**src/hdl/clock_switch_pkg.sv**
```systemverilog
// Purpose: Shared constants and types of the clock switch control block
// Assumes: APB with 32-bit data, one register per aligned word
// Notes:   Register index constants are the printed offsets; byte address is four times the index
package clock_switch_pkg;

  // ************************************************************
  // Register map
  // ************************************************************
  localparam logic [11:0] IDX_REQUEST   = 12'h088D;
  localparam logic [11:0] IDX_CURRENT   = 12'h088E;
  localparam logic [11:0] IDX_CONTROL   = 12'h088F;
  localparam logic [11:0] IDX_READY     = 12'h0890;
  localparam logic [11:0] IDX_MANUAL_EN = 12'h0891;
  localparam int          ADDR_W        = 16;

  // ************************************************************
  // Field positions
  // ************************************************************
  localparam int SRC_LSB         = 4;
  localparam int DIV_LSB         = 0;
  localparam int HOLD_BIT        = 7;
  localparam int SEC_POWER_BIT   = 6;
  localparam int DONE_BIT        = 4;
  localparam int NEW_READY_BIT   = 3;
  localparam int OSC_READY_LSB   = 2;
  localparam int PLL_READY_BIT   = 0;
  localparam int MANUAL_EN_LSB   = 2;
  localparam int NUM_OSC         = 6;

  // Oscillator vector order, high to low
  localparam int OSC_EXT  = 5;
  localparam int OSC_HF   = 4;
  localparam int OSC_MF   = 3;
  localparam int OSC_LF   = 2;
  localparam int OSC_SEC  = 1;
  localparam int OSC_CONV = 0;

  // ************************************************************
  // Source and divider encodings
  // ************************************************************
  typedef enum logic [2:0] {
    SRC_EXT     = 3'h7,
    SRC_HF      = 3'h6,
    SRC_LF      = 3'h5,
    SRC_SEC     = 3'h4,
    SRC_RSVD_3  = 3'h3,
    SRC_EXT_PLL = 3'h2,
    SRC_HF_PLL  = 3'h1,
    SRC_RSVD_0  = 3'h0
  } source_t;

  localparam logic [3:0] DIV_BY_1   = 4'h0;
  localparam logic [3:0] DIV_BY_4   = 4'h2;
  localparam logic [3:0] DIV_BY_512 = 4'h9;

  // ************************************************************
  // Reset values
  // ************************************************************
  localparam logic [2:0] RST_SOURCE    = 3'h6;
  localparam logic [3:0] RST_DIVIDER   = 4'h2;
  localparam logic       RST_HOLD      = 1'b0;
  localparam logic       RST_SEC_POWER = 1'b0;
  localparam logic [5:0] RST_MANUAL_EN = 6'h00;
  localparam logic [31:0] RST_RDATA    = 32'h0000_0000;

  // Switch sequencer states, Gray coded
  typedef enum logic [1:0] {
    SW_IDLE = 2'b00,
    SW_WAIT = 2'b01,
    SW_HOLD = 2'b11
  } switch_state_t;

endpackage

```
**src/hdl/clock_switch_control.sv**
```systemverilog
// Purpose: Clock switch control and status registers with switch sequencing
// Assumes: APB slave, zero wait states; analog ready levels are asynchronous
// Notes:   Request and current fields load from the reset source straps after reset release
//
// Behaviour
// - Source code: 111 ext, 110 HF, 101 LF, 100 sec, 010 ext+PLL, 001 HF+PLL.
// - Divider code 0000..1001 divides by 1..512; 1010..1111 reserved.
// - A write with a reserved source code is ignored entirely.
// - Switch permit strap low makes the request register read-only.
// - Requested source resets from the reset source straps.
// - Requested divider resets to 0010 for source 110, else 0000.
// - Current fields are read-only and reset to the requested values.
// - Hold set and new source ready: wait and pulse switch interrupt.
// - Hold clear: switch as soon as new source ready rises.
// - Switch done reads 1 when request equals current, else 0.
// - New source ready reads 1 only mid-switch with requested oscillator ready.
// - With hold clear, new source ready lasts a single clock cycle.
// - Secondary power select, bit 6 of control register, resets to 0.
// - Hold bit 7 R/W hardware-cleared; done bit 4, new-ready bit 3 read-only.
// - Oscillator ready flags in bits 7..2, read-only.
// - PLL ready bit 0: enabled, input source ready and locked.
// - Six manual enable bits 7..2, read/write, reset to 0.
// - Current fields change only at the switch, which sets done and clears new-ready.
// - Manual enable forces oscillator on; otherwise on peripheral request or behind the current or requested source (current PLL input only if request has no PLL).
//
// Register access over APB was chosen for this implementation.
`timescale 1ns/1ns
module clock_switch_control
  import clock_switch_pkg::*;
(
  // Clock and reset
  input  wire logic              clk,
  input  wire logic              rst_n,
  // APB slave
  input  wire logic              psel,
  input  wire logic              penable,
  input  wire logic              pwrite,
  input  wire logic [ADDR_W-1:0] paddr,
  input  wire logic [31:0]       pwdata,
  input  wire logic [3:0]        pstrb,
  output logic      [31:0]       prdata,
  output logic                   pready,
  output logic                   pslverr,
  // Configuration straps
  input  wire logic [2:0]        reset_source_config,
  input  wire logic              switch_permit_config,
  // Oscillator sources and PLL
  input  wire logic [NUM_OSC-1:0] osc_ready_raw,
  input  wire logic              pll_lock_raw,
  input  wire logic [NUM_OSC-1:0] periph_request,
  output logic      [NUM_OSC-1:0] osc_enable,
  output logic                   pll_enable,
  output logic                   secondary_power_select,
  // Clock selection and events
  output logic      [2:0]        current_source,
  output logic      [3:0]        current_divider,
  output logic                   switch_irq
);

  // ************************************************************
  // Functions
  // ************************************************************
  function automatic logic is_reserved_src(input logic [2:0] src);
    is_reserved_src = (src == SRC_RSVD_3) || (src == SRC_RSVD_0);
  endfunction

  function automatic logic is_pll_src(input logic [2:0] src);
    is_pll_src = (src == SRC_EXT_PLL) || (src == SRC_HF_PLL);
  endfunction

  // Ready of the oscillator behind a source code
  function automatic logic src_osc_ready(input logic [2:0] src, input logic [NUM_OSC-1:0] rdy,
                                         input logic pll_rdy);
    case (src)
      SRC_EXT:     src_osc_ready = rdy[OSC_EXT];
      SRC_HF:      src_osc_ready = rdy[OSC_HF];
      SRC_LF:      src_osc_ready = rdy[OSC_LF];
      SRC_SEC:     src_osc_ready = rdy[OSC_SEC];
      SRC_EXT_PLL: src_osc_ready = pll_rdy;
      SRC_HF_PLL:  src_osc_ready = pll_rdy;
      default:     src_osc_ready = 1'b0;
    endcase
  endfunction

  // Reset divider follows the source
  function automatic logic [3:0] reset_divider(input logic [2:0] src);
    reset_divider = (src == SRC_HF) ? DIV_BY_4 : DIV_BY_1;
  endfunction

  function automatic logic [ADDR_W-1:0] byte_addr(input logic [11:0] idx);
    byte_addr = {2'b00, idx, 2'b00};
  endfunction

  // ************************************************************
  // Synchronised source status
  // ************************************************************
  logic [NUM_OSC-1:0] osc_ready;
  logic               pll_lock;

  ready_sync #(
    .WIDTH (NUM_OSC + 1)
  ) u_ready_sync (
    .clk      (clk),
    .rst_n    (rst_n),
    .async_in ({osc_ready_raw, pll_lock_raw}),
    .sync_out ({osc_ready, pll_lock})
  );

  // ************************************************************
  // State
  // ************************************************************
  logic [2:0]          req_source_q,  req_source_d;
  logic [3:0]          req_divider_q, req_divider_d;
  logic [2:0]          cur_source_q,  cur_source_d;
  logic [3:0]          cur_divider_q, cur_divider_d;
  logic                hold_q,        hold_d;
  logic                sec_power_q,   sec_power_d;
  logic [NUM_OSC-1:0]  manual_en_q,   manual_en_d;
  logic                loaded_q,      loaded_d;
  logic                permit_q,      permit_d;
  switch_state_t       state_q,       state_d;
  logic                new_ready_prev_q, new_ready_prev_d;
  logic                irq_q,         irq_d;
  logic [31:0]         rdata_q,       rdata_d;
  logic                err_q,         err_d;

  // ************************************************************
  // Status decode
  // ************************************************************
  logic       pll_input_ready;
  logic       pll_locked_ready;
  logic       req_osc_ready;
  logic       in_progress;
  logic       switch_done;
  logic       new_source_ready;
  logic       do_switch;
  logic [2:0] pll_src;

  always_comb begin
    pll_src          = is_pll_src(req_source_q) ? req_source_q : cur_source_q;
    pll_enable       = is_pll_src(req_source_q) || is_pll_src(cur_source_q);
    pll_input_ready  = (pll_src == SRC_EXT_PLL) ? osc_ready[OSC_EXT] : osc_ready[OSC_HF];
    pll_locked_ready = pll_enable && pll_input_ready && pll_lock;
    req_osc_ready    = src_osc_ready(req_source_q, osc_ready, pll_locked_ready);
    in_progress      = loaded_q && ((req_source_q != cur_source_q) || (req_divider_q != cur_divider_q));
    switch_done      = !in_progress;
    new_source_ready = in_progress && req_osc_ready;
    do_switch        = new_source_ready && !hold_q;
  end

  // ************************************************************
  // APB decode
  // ************************************************************
  logic        setup_ph;
  logic        wr_access;
  logic        hit_req, hit_cur, hit_ctl, hit_rdy, hit_men;
  logic        mapped;
  logic [7:0]  wbyte;
  logic        wr_req, wr_ctl, wr_men;

  always_comb begin
    hit_req = 1'b0;
    hit_cur = 1'b0;
    hit_ctl = 1'b0;
    hit_rdy = 1'b0;
    hit_men = 1'b0;
    if (paddr == byte_addr(IDX_REQUEST)) begin
      hit_req = 1'b1;
    end else if (paddr == byte_addr(IDX_CURRENT)) begin
      hit_cur = 1'b1;
    end else if (paddr == byte_addr(IDX_CONTROL)) begin
      hit_ctl = 1'b1;
    end else if (paddr == byte_addr(IDX_READY)) begin
      hit_rdy = 1'b1;
    end else if (paddr == byte_addr(IDX_MANUAL_EN)) begin
      hit_men = 1'b1;
    end
    mapped    = hit_req || hit_cur || hit_ctl || hit_rdy || hit_men;
    setup_ph  = psel && !penable;
    wr_access = psel && penable && pwrite && pstrb[0];
    wbyte     = pwdata[7:0];
    wr_req    = wr_access && hit_req && loaded_q && permit_q
                && !is_reserved_src(wbyte[SRC_LSB +: 3]);
    wr_ctl    = wr_access && hit_ctl;
    wr_men    = wr_access && hit_men;
  end

  // ************************************************************
  // Register and switch next state
  // ************************************************************
  always_comb begin
    req_source_d     = req_source_q;
    req_divider_d    = req_divider_q;
    cur_source_d     = cur_source_q;
    cur_divider_d    = cur_divider_q;
    hold_d           = hold_q;
    sec_power_d      = sec_power_q;
    manual_en_d      = manual_en_q;
    loaded_d         = 1'b1;
    permit_d         = permit_q;
    state_d          = state_q;
    new_ready_prev_d = new_source_ready;
    irq_d            = new_source_ready && !new_ready_prev_q;
    if (!loaded_q) begin
      req_source_d  = reset_source_config;
      req_divider_d = reset_divider(reset_source_config);
      cur_source_d  = reset_source_config;
      cur_divider_d = reset_divider(reset_source_config);
      permit_d      = switch_permit_config;
      irq_d         = 1'b0;
    end else begin
      if (wr_req) begin
        req_source_d  = wbyte[SRC_LSB +: 3];
        req_divider_d = wbyte[DIV_LSB +: 4];
      end
      if (do_switch) begin
        cur_source_d  = req_source_q;
        cur_divider_d = req_divider_q;
      end
      if (wr_ctl) begin
        sec_power_d = wbyte[SEC_POWER_BIT];
        hold_d      = wbyte[HOLD_BIT];
      end else if (wr_req && (wbyte[SRC_LSB +: 3] == cur_source_q)
                   && (wbyte[DIV_LSB +: 4] == cur_divider_q)) begin
        hold_d = 1'b0;
      end
      if (wr_men) begin
        manual_en_d = wbyte[MANUAL_EN_LSB +: NUM_OSC];
      end
    end
    case (state_q)
      SW_IDLE: begin
        if (in_progress) begin
          state_d = SW_WAIT;
        end
      end
      SW_WAIT: begin
        if (!in_progress || do_switch) begin
          state_d = SW_IDLE;
        end else if (new_source_ready && hold_q) begin
          state_d = SW_HOLD;
        end
      end
      SW_HOLD: begin
        if (!in_progress || do_switch) begin
          state_d = SW_IDLE;
        end else if (!new_source_ready) begin
          state_d = SW_WAIT;
        end
      end
      default: begin
        state_d = SW_IDLE;
      end
    endcase
  end

  // ************************************************************
  // Read data
  // ************************************************************
  always_comb begin
    rdata_d = rdata_q;
    err_d   = err_q;
    if (setup_ph) begin
      rdata_d = RST_RDATA;
      err_d   = !mapped;
      if (hit_req) begin
        rdata_d[SRC_LSB +: 3] = req_source_q;
        rdata_d[DIV_LSB +: 4] = req_divider_q;
      end else if (hit_cur) begin
        rdata_d[SRC_LSB +: 3] = cur_source_q;
        rdata_d[DIV_LSB +: 4] = cur_divider_q;
      end else if (hit_ctl) begin
        rdata_d[HOLD_BIT]      = hold_q;
        rdata_d[SEC_POWER_BIT] = sec_power_q;
        rdata_d[DONE_BIT]      = switch_done;
        rdata_d[NEW_READY_BIT] = new_source_ready;
      end else if (hit_rdy) begin
        rdata_d[OSC_READY_LSB +: NUM_OSC] = osc_ready;
        rdata_d[PLL_READY_BIT]            = pll_locked_ready;
      end else if (hit_men) begin
        rdata_d[MANUAL_EN_LSB +: NUM_OSC] = manual_en_q;
      end
    end
  end

  // ************************************************************
  // Registers
  // ************************************************************
  always_ff @(posedge clk or negedge rst_n) begin
    if (!rst_n) begin
      req_source_q     <= RST_SOURCE;
      req_divider_q    <= RST_DIVIDER;
      cur_source_q     <= RST_SOURCE;
      cur_divider_q    <= RST_DIVIDER;
      hold_q           <= RST_HOLD;
      sec_power_q      <= RST_SEC_POWER;
      manual_en_q      <= RST_MANUAL_EN;
      loaded_q         <= 1'b0;
      permit_q         <= 1'b0;
      state_q          <= SW_IDLE;
      new_ready_prev_q <= 1'b0;
      irq_q            <= 1'b0;
      rdata_q          <= RST_RDATA;
      err_q            <= 1'b0;
    end else begin
      req_source_q     <= req_source_d;
      req_divider_q    <= req_divider_d;
      cur_source_q     <= cur_source_d;
      cur_divider_q    <= cur_divider_d;
      hold_q           <= hold_d;
      sec_power_q      <= sec_power_d;
      manual_en_q      <= manual_en_d;
      loaded_q         <= loaded_d;
      permit_q         <= permit_d;
      state_q          <= state_d;
      new_ready_prev_q <= new_ready_prev_d;
      irq_q            <= irq_d;
      rdata_q          <= rdata_d;
      err_q            <= err_d;
    end
  end

  // ************************************************************
  // Outputs
  // ************************************************************
  logic [NUM_OSC-1:0] src_need;

  // Oscillators behind the active or requested source stay powered, the active PLL input only when the requested source uses no PLL
  always_comb begin
    src_need          = '0;
    src_need[OSC_EXT] = (cur_source_q == SRC_EXT) || (req_source_q == SRC_EXT)
                        || (pll_enable && (pll_src == SRC_EXT_PLL));
    src_need[OSC_HF]  = (cur_source_q == SRC_HF) || (req_source_q == SRC_HF)
                        || (pll_enable && (pll_src == SRC_HF_PLL));
    src_need[OSC_LF]  = (cur_source_q == SRC_LF) || (req_source_q == SRC_LF);
    src_need[OSC_SEC] = (cur_source_q == SRC_SEC) || (req_source_q == SRC_SEC);
  end

  assign osc_enable             = manual_en_q | periph_request | src_need;
  assign secondary_power_select = sec_power_q;
  assign current_source         = cur_source_q;
  assign current_divider        = cur_divider_q;
  assign switch_irq             = irq_q;
  assign prdata                 = rdata_q;
  assign pready                 = 1'b1;
  assign pslverr                = err_q && psel && penable;

endmodule

```
**src/hdl/ready_sync.sv**
```systemverilog
// Purpose: Two-flop synchroniser for oscillator ready and lock levels
// Assumes: Inputs are quasi-static levels from analog sources
// Notes:   First stage feeds only the second stage
`timescale 1ns/1ns
module ready_sync #(
  parameter int WIDTH = 7
) (
  // Clock and reset
  input  wire logic             clk,
  input  wire logic             rst_n,
  // Levels
  input  wire logic [WIDTH-1:0] async_in,
  output logic      [WIDTH-1:0] sync_out
);

  logic [WIDTH-1:0] stage1_q;
  logic [WIDTH-1:0] stage2_q;

  always_ff @(posedge clk or negedge rst_n) begin
    if (!rst_n) begin
      stage1_q <= '0;
      stage2_q <= '0;
    end else begin
      stage1_q <= async_in;
      stage2_q <= stage1_q;
    end
  end

  assign sync_out = stage2_q;

endmodule

```
**config.mk**
```make
export PLATFORM = sky130hd
export DESIGN_NAME = clock_switch_control
export DESIGN_NICKNAME = d
export VERILOG_FILES = /design/src/hdl/clock_switch_pkg.sv /design/src/hdl/clock_switch_control.sv /design/src/hdl/ready_sync.sv
export SDC_FILE = /design/constraint.sdc
export NUM_CORES = 1
export LEC_CHECK = 0
export ABC_AREA = 1
export BUFFER_PORTS_ARGS = -buffer_cell sky130_fd_sc_hd__buf_2
export CAP_MARGIN = 20
export CELL_PAD_IN_SITES_DETAIL_PLACEMENT = 0
export CELL_PAD_IN_SITES_GLOBAL_PLACEMENT = 2
export CORE_MARGIN = 1.5
export CORE_UTILIZATION = 26
export DETAILED_ROUTE_END_ITERATION = 12
export GPL_TIMING_DRIVEN = 0
export PLACE_DENSITY = 0.83
export SYNTH_ARGS = -nofsm -noshare
export SYNTH_HDL_FRONTEND = slang
export SYNTH_HIERARCHICAL = 1
export SYNTH_SLANG_ARGS = --single-unit
```
**constraint.sdc**
```tcl
create_clock -name clk -period 2.4 [get_ports clk]
set_input_delay 0.36 -clock clk [delete_from_list [all_inputs] [get_ports clk]]
set_output_delay 0.36 -clock clk [all_outputs]
set_load 0.01 [all_outputs]
```
# Word level (Yosys, flattened, before mapping)
# Cells that the tools add are included.
# Widths: inputs -> output; s select.
# op_classes
n_lt_le_gt_ge	0
n_div	0
muxes	44
reduce_logical	49
shifts	0
n_eq_ne	27
bitwise_logic	2
add_sub_neg	0
n_mul	0
# op_table
op	n
$eq 16x14->1 const B	5
$eq 3x3->1 const B	9
$mux 1	27
$logic_and 1x1->1	22
$mux 4	4
$logic_or 1x1->1	15
$mux 3	5
$eq 3x2->1 const B	4
$mux 6	2
$or 6x6->6	2
$eq 3x1->1 const B	3
$mux 7	1
$logic_not 1->1	6
$mux 2	3
$reduce_and 2->1	3
$mux 5	1
$pmux 1 s5	1
$eq 4x4->1	1
$ne 2x1->1 const B	2
$ne 4x4->1	1
$eq 3x3->1	1
$logic_not 3->1	1
$ne 3x3->1	1
$reduce_bool 2->1	1
$reduce_or 2->1	1
# totals
latch_bits	0
mem_bits_rw	0
romBits	0
mem_count	0
regBits	49
input_bits	74
output_inout_bits	50

# Depth between registers and ports, before layout
# logic_depth
word_depth	12
mapped_depth	13
ltp_nobuf	12

# Modules after synthesis
# The synthesis kept the hierarchy.
# by_module_without_submodules
module	instances	seq_area_each_um2	cells_per_inst	area_per_inst_um2
clock_switch_control	1	883.3	357	2552.4
ready_sync	1	350.3	14	350.3

# Least setup slack after synthesis
# No wires, ideal clock.
# synth_path
path_kind	reg2reg
start	reg cur_source_q[1], in the netlist current_source[1]
end	reg cur_divider_q[0], in the netlist current_divider[0]
n_path_buf	2
t_required_ps	2281
setup_time_ps	119
path_slack_ps	618
path_stages_with_launch	14
arrival_time_ps	1663
synth_period_minus_slack_ps	1782
path_cell_list	dfstp_2 -> buf_2 -> inv_2 -> nand2_1 -> nand3b_1 -> nand2_2 -> inv_2 -> nor2_4 -> nand4_1 -> nand2_2 -> nand3_2 -> buf_6 -> nand3_2 -> o21ai_2
# synth_between
elab_chain_len	9
# synth_rtl
item	line_no	rtl
from (decl)	clock_switch_control.sv:114	logic [2:0] cur_source_q, cur_source_d;
from (signal assigned)	clock_switch_control.sv:308	cur_source_q <= cur_source_d;
$eq 3x2->1 or $eq 3x1->1 (tied branches)	clock_switch_control.sv:68	is_pll_src = (src == SRC_EXT_PLL) || (src == SRC_HF_PLL);
$logic_or 1x1->1 *	clock_switch_control.sv:68	
$logic_or 1x1->1 *	clock_switch_control.sv:141	pll_enable = is_pll_src(req_source_q) || is_pll_src(cur_source_q);
via pll_enable	clock_switch_control.sv:52	output logic pll_enable,
$logic_and 1x1->1 * (2 in a row)	clock_switch_control.sv:143	pll_locked_ready = pll_enable && pll_input_ready && pll_lock;
$pmux 1 s5 *	clock_switch_control.sv:74	case (src)
$logic_and 1x1->1 *	clock_switch_control.sv:147	new_source_ready = in_progress && req_osc_ready;
$logic_and 1x1->1 *	clock_switch_control.sv:148	do_switch = new_source_ready && !hold_q;
$ne 2x1->1 (no line) *	-	
to (signal assigned)	clock_switch_control.sv:309	cur_divider_q <= cur_divider_d;
to (decl)	clock_switch_control.sv:115	logic [3:0] cur_divider_q, cur_divider_d;
# Mark *: on every way through the listed nets, which the timed path passes. The rest lies on a longest branch.
# A chain may end at the register's enable or synchronous reset.

# Final worst setup path
# layout_path
start	reg cur_source_q[1], in the netlist current_source[1]
end	out osc_enable[4]
# layout_between
elab_chain_len	6
# layout_rtl
item	line_no	rtl
$eq 3x2->1 or $eq 3x1->1 (tied branches)	clock_switch_control.sv:68	
$logic_or 1x1->1	clock_switch_control.sv:68	
$logic_or 1x1->1	clock_switch_control.sv:141	
$logic_and 1x1->1	clock_switch_control.sv:334	|| (pll_enable && (pll_src == SRC_HF_PLL));
$logic_or 1x1->1 *	clock_switch_control.sv:334	
$or 6x6->6 *	clock_switch_control.sv:339	assign osc_enable = manual_en_q | periph_request | src_need;
to (decl)	clock_switch_control.sv:51	output logic [NUM_OSC-1:0] osc_enable,
# Every way passes the cells marked *; elsewhere a longest branch is shown, timed or not.

==> metrics.md <==
| Metric | Value |
|---|---|
| Worst r2r src | `current_source[1]` |
| Nets@finish | `549` |
| CTS tree | `built` |
| Skew-Pair Late Insertion Delay | `0.30 ns` |
| WS Path Type | `reg -> out` |
| Detail Placement HPWL | `~6600 um` |
| Net switching power figure | `0.584 mW` |
| Crit Path Max Fanout | `7` |
| CP Depth | `8` |
| Hold Path Class | `in -> reg` |
| H-Tree Level Count | `2` |
| Die Width | `approximately 110 um` |
| IO Pins | `124` |
| Largest net degree at the start of global routing | `50` |
| Int Power | `between 1 and 1.5 mW` |
| Peak VDD IR | `between 0.0002 and 0.0003 V` |
| Most frequent cell after synthesis | `nand2_1` |
| Reg2reg setup slack | `0.44 ns` |
| PnR worst setup slack | `approximately 0.23 ns` |
| Slew Limit Fails | `0` |
| Routed WL | `8190 um` |
| Starting DRT DRC Count | `between 150 and 200` |
| Post-Syn Area | `~2900 um^2` |
| CP endpoint kind | `output port` |
| # Post-CTS Setup Buffers | `0` |
| Die height | `109 um` |
| Row count | `38` |
| Post-cts sizing count | `0` |
| Setup total negative slack | `0 ns` |
| Post-Syn Instances | `371` |
| Worst hold stages | `1` |
| Worst EP arrival | `1.81 ns` |
| Register bit total from synthesis | `49` |
| Dpl ws | `0.433 ns` |
| CTS buffer count | `5` |
| Antenna violations before repair | `0` |
| CP delay by family, top | `flip-flops` |
| Sequential area share after synthesis | `0.425` |
| Post-synth EDFFs | `0` |
| Worst r2r dst | `current_source[0]` |
| Gpl congestion | `0.794` |
| PD cells | `511 nW/um^2` |
| Core footprint | `10800 um^2` |
| Fin crit share | `0.905` |
| Final Skew | `0.00638 ns` |
| Cell type with the highest aggregate area in the netlist | `dfrtp_1` |
| ANT nets after route | `0` |
| Area fraction of the dominant cell type after synthesis | `0.371` |
| Hold Path End | `u_ready_sync/stage1_q[2]` |
| Min Clock Period, post-route | `roughly 2.2 ns` |
| Yosys Warn Count | `6` |
| Final setup vio count | `0` |
| Asr flop ratio synth | `1.00` |
| Die area | `11800 um^2` |
| Vias in the first global route | `2464` |
| Static leakage | `1.87 nW` |
| Drt first pass iters | `4` |
| Total GRT Usage | `0.143` |
| Fmax achieved | `460 MHz` |
| Syn avg cell area | `7.82 um^2` |
| Commonest cells post-synth | `nand2_1, dfrtp_1, inv_1` |
| Slowest CP cell | `dfstp_2` |
| Clk buf depth | `2` |
| Layout cells sized above 1 | `0.324` |
| Initial Util | `0.268` |
| Worst EP required | `2.04 ns` |
| Worst path cell trace | `buf_2, inv_2, nand2_1, nand3b_1, nand2_2, inv_2, o2111ai_1, buf_2` |
| Worst reg-to-reg path cell count | `13` |
| CP startpoint kind | `register` |
| Placed cells | `approximately 610` |
| RSZ-0062 raised after global routing | `no` |
| Cts hold-fix bufs | `0` |
| First-pass GRT wire length | `12900 um` |
| Status | `finished, final reports clean` |
| Yosys cell types | `37` |
| Final core occ | `0.337` |
| Top cells by area, synth | `dfrtp_1, nand2_1, buf_4, inv_1, dfstp_2` |
| Final std cells w/o fill | `about 620` |
| Fin. Hold Viols | `0` |
| Antenna Cells | `0` |
| DR WL/cell | `13.3 um` |
| Max cap viols | `0` |
| Congestion Overflow GR | `0` |
| Post-route DRC | `0` |
| Drt via density | `roughly 4.3` |
| Root Buffer | `clkbuf_8` |
| Critical path buffers and inverters | `4` |
| Synthesis-to-layout area growth | `25.7%` |
| Clock Sinks | `49` |
| Top FF cell, synth | `dfrtp_1` |
| Combinational fraction of design power | `0.236` |
| Flop pwr share | `0.484` |
| Buffers on Ports | `71` |
| Reg clk slew, reported paths | `around 0.10 ns` |
| Routed via count | `2666` |
| Slowest Stage Delay on Critical Path | `0.54 ns` |
| Switching Fraction | `0.313` |
| HP Start | `osc_ready_raw[1]` |
| Clock share of power | `0.280` |
[per-layer routing]
| metal | up-vias | GRT usage | wire length [um] | share of wire |
|---|---|---|---|---|
| li1 | 1354 | - | - | - |
| met1 | 1234 | 0.191 | 3820 | 0.47 |
| met2 | 76 | 0.243 | 3890 | 0.47 |
| met3 | 2 | 0.0287 | 454 | 0.055 |
| met4 | 0 | 0.0244 | 30 | 0.0037 |
| met5 | - | 0 | 0 | 0 |
[cell usage in the layout, fill, tap and decap left out, types with 4 or more instances in the layout]
cell and n:
a21oi_1 9, o21ai_1 11, o22ai_1 6, conb_1 26, inv_2 9, nand4_1 7
buf_2 76, dfstp_2 6, o21ai_0 10, clkbuf_8 6, nor3_1 4, nor2_1 30
dfrtp_1 43, o221ai_1 4, xor2_1 4, inv_1 43, buf_4 25, nand2_1 85
nand3_2 9, nand3_1 22, o21ai_2 4
[how the worst max path moves through the flow]
stage                                     to         startpoint  slack, ns
after floorplan           current_divider[0]  current_source[1]       0.62
after global placement    current_divider[2]  current_source[1]       0.44
after detailed placement   current_source[0]  current_source[1]       0.43
after CTS                      osc_enable[4]  current_source[1]       0.18
after global routing           osc_enable[4]  current_source[1]       0.10
final                          osc_enable[4]  current_source[1]       0.23
[flip-flops by register name, summed over array words and instances (netlist names), 3 cells and up]
| signal | count |
|---|---|
| req_source_q | 3 |
| manual_en_q | 6 |
| current_divider | 4 |
| current_source | 3 |
| prdata | 8 |
| u_ready_sync/sync_out | 7 |
| u_ready_sync/stage1_q | 7 |
| req_divider_q | 4 |
[layout make-up]
cell class | instances | area [um^2]
fill | 1207 | 7190
multi-input combinational | 260 | 1320
sequential | 49 | 1230
timing repair buffer | 73 | 385
buffer | 34 | 243
inverter | 52 | 195
tap | 140 | 175
clock buffer | 6 | 82.6
clock inverter | 2 | 13.8
[cell families (layout without fill, tap and decap cells)]
group,Yosys count,after routing,synth area share
simple gates,174,174,0.283
buf+inv,86,167,0.151
compound gates,53,53,0.118
flops,49,49,0.425
xor+xnor,7,7,0.0211
other cells,2,26,0.00259
[power by group through the flow]
stage	combinational [mW]	sequential [mW]	clock, mW
2_1_floorplan	0.271	0.922	0
3_3_place_gp	0.434	0.920	0
3_5_place_dp	0.437	0.921	0
4_1_cts	0.439	0.905	0.530
5_1_grt	0.490	0.911	0.570
6_report	0.440	0.904	0.522
[metrics by stage]
stage          power [mW]  hold WS [ns]  instance area [um^2]
3_3_place_gp         1.35         0.335                  3520
3_5_place_dp         1.36         0.335                  3520
4_1_cts              1.87         0.154                  3620
5_1_grt              1.97         0.147                  3650
2_1_floorplan        1.19        0.0644                  2990
6_report             1.87         0.158                  3650
(Power assumes the default switching activity.)
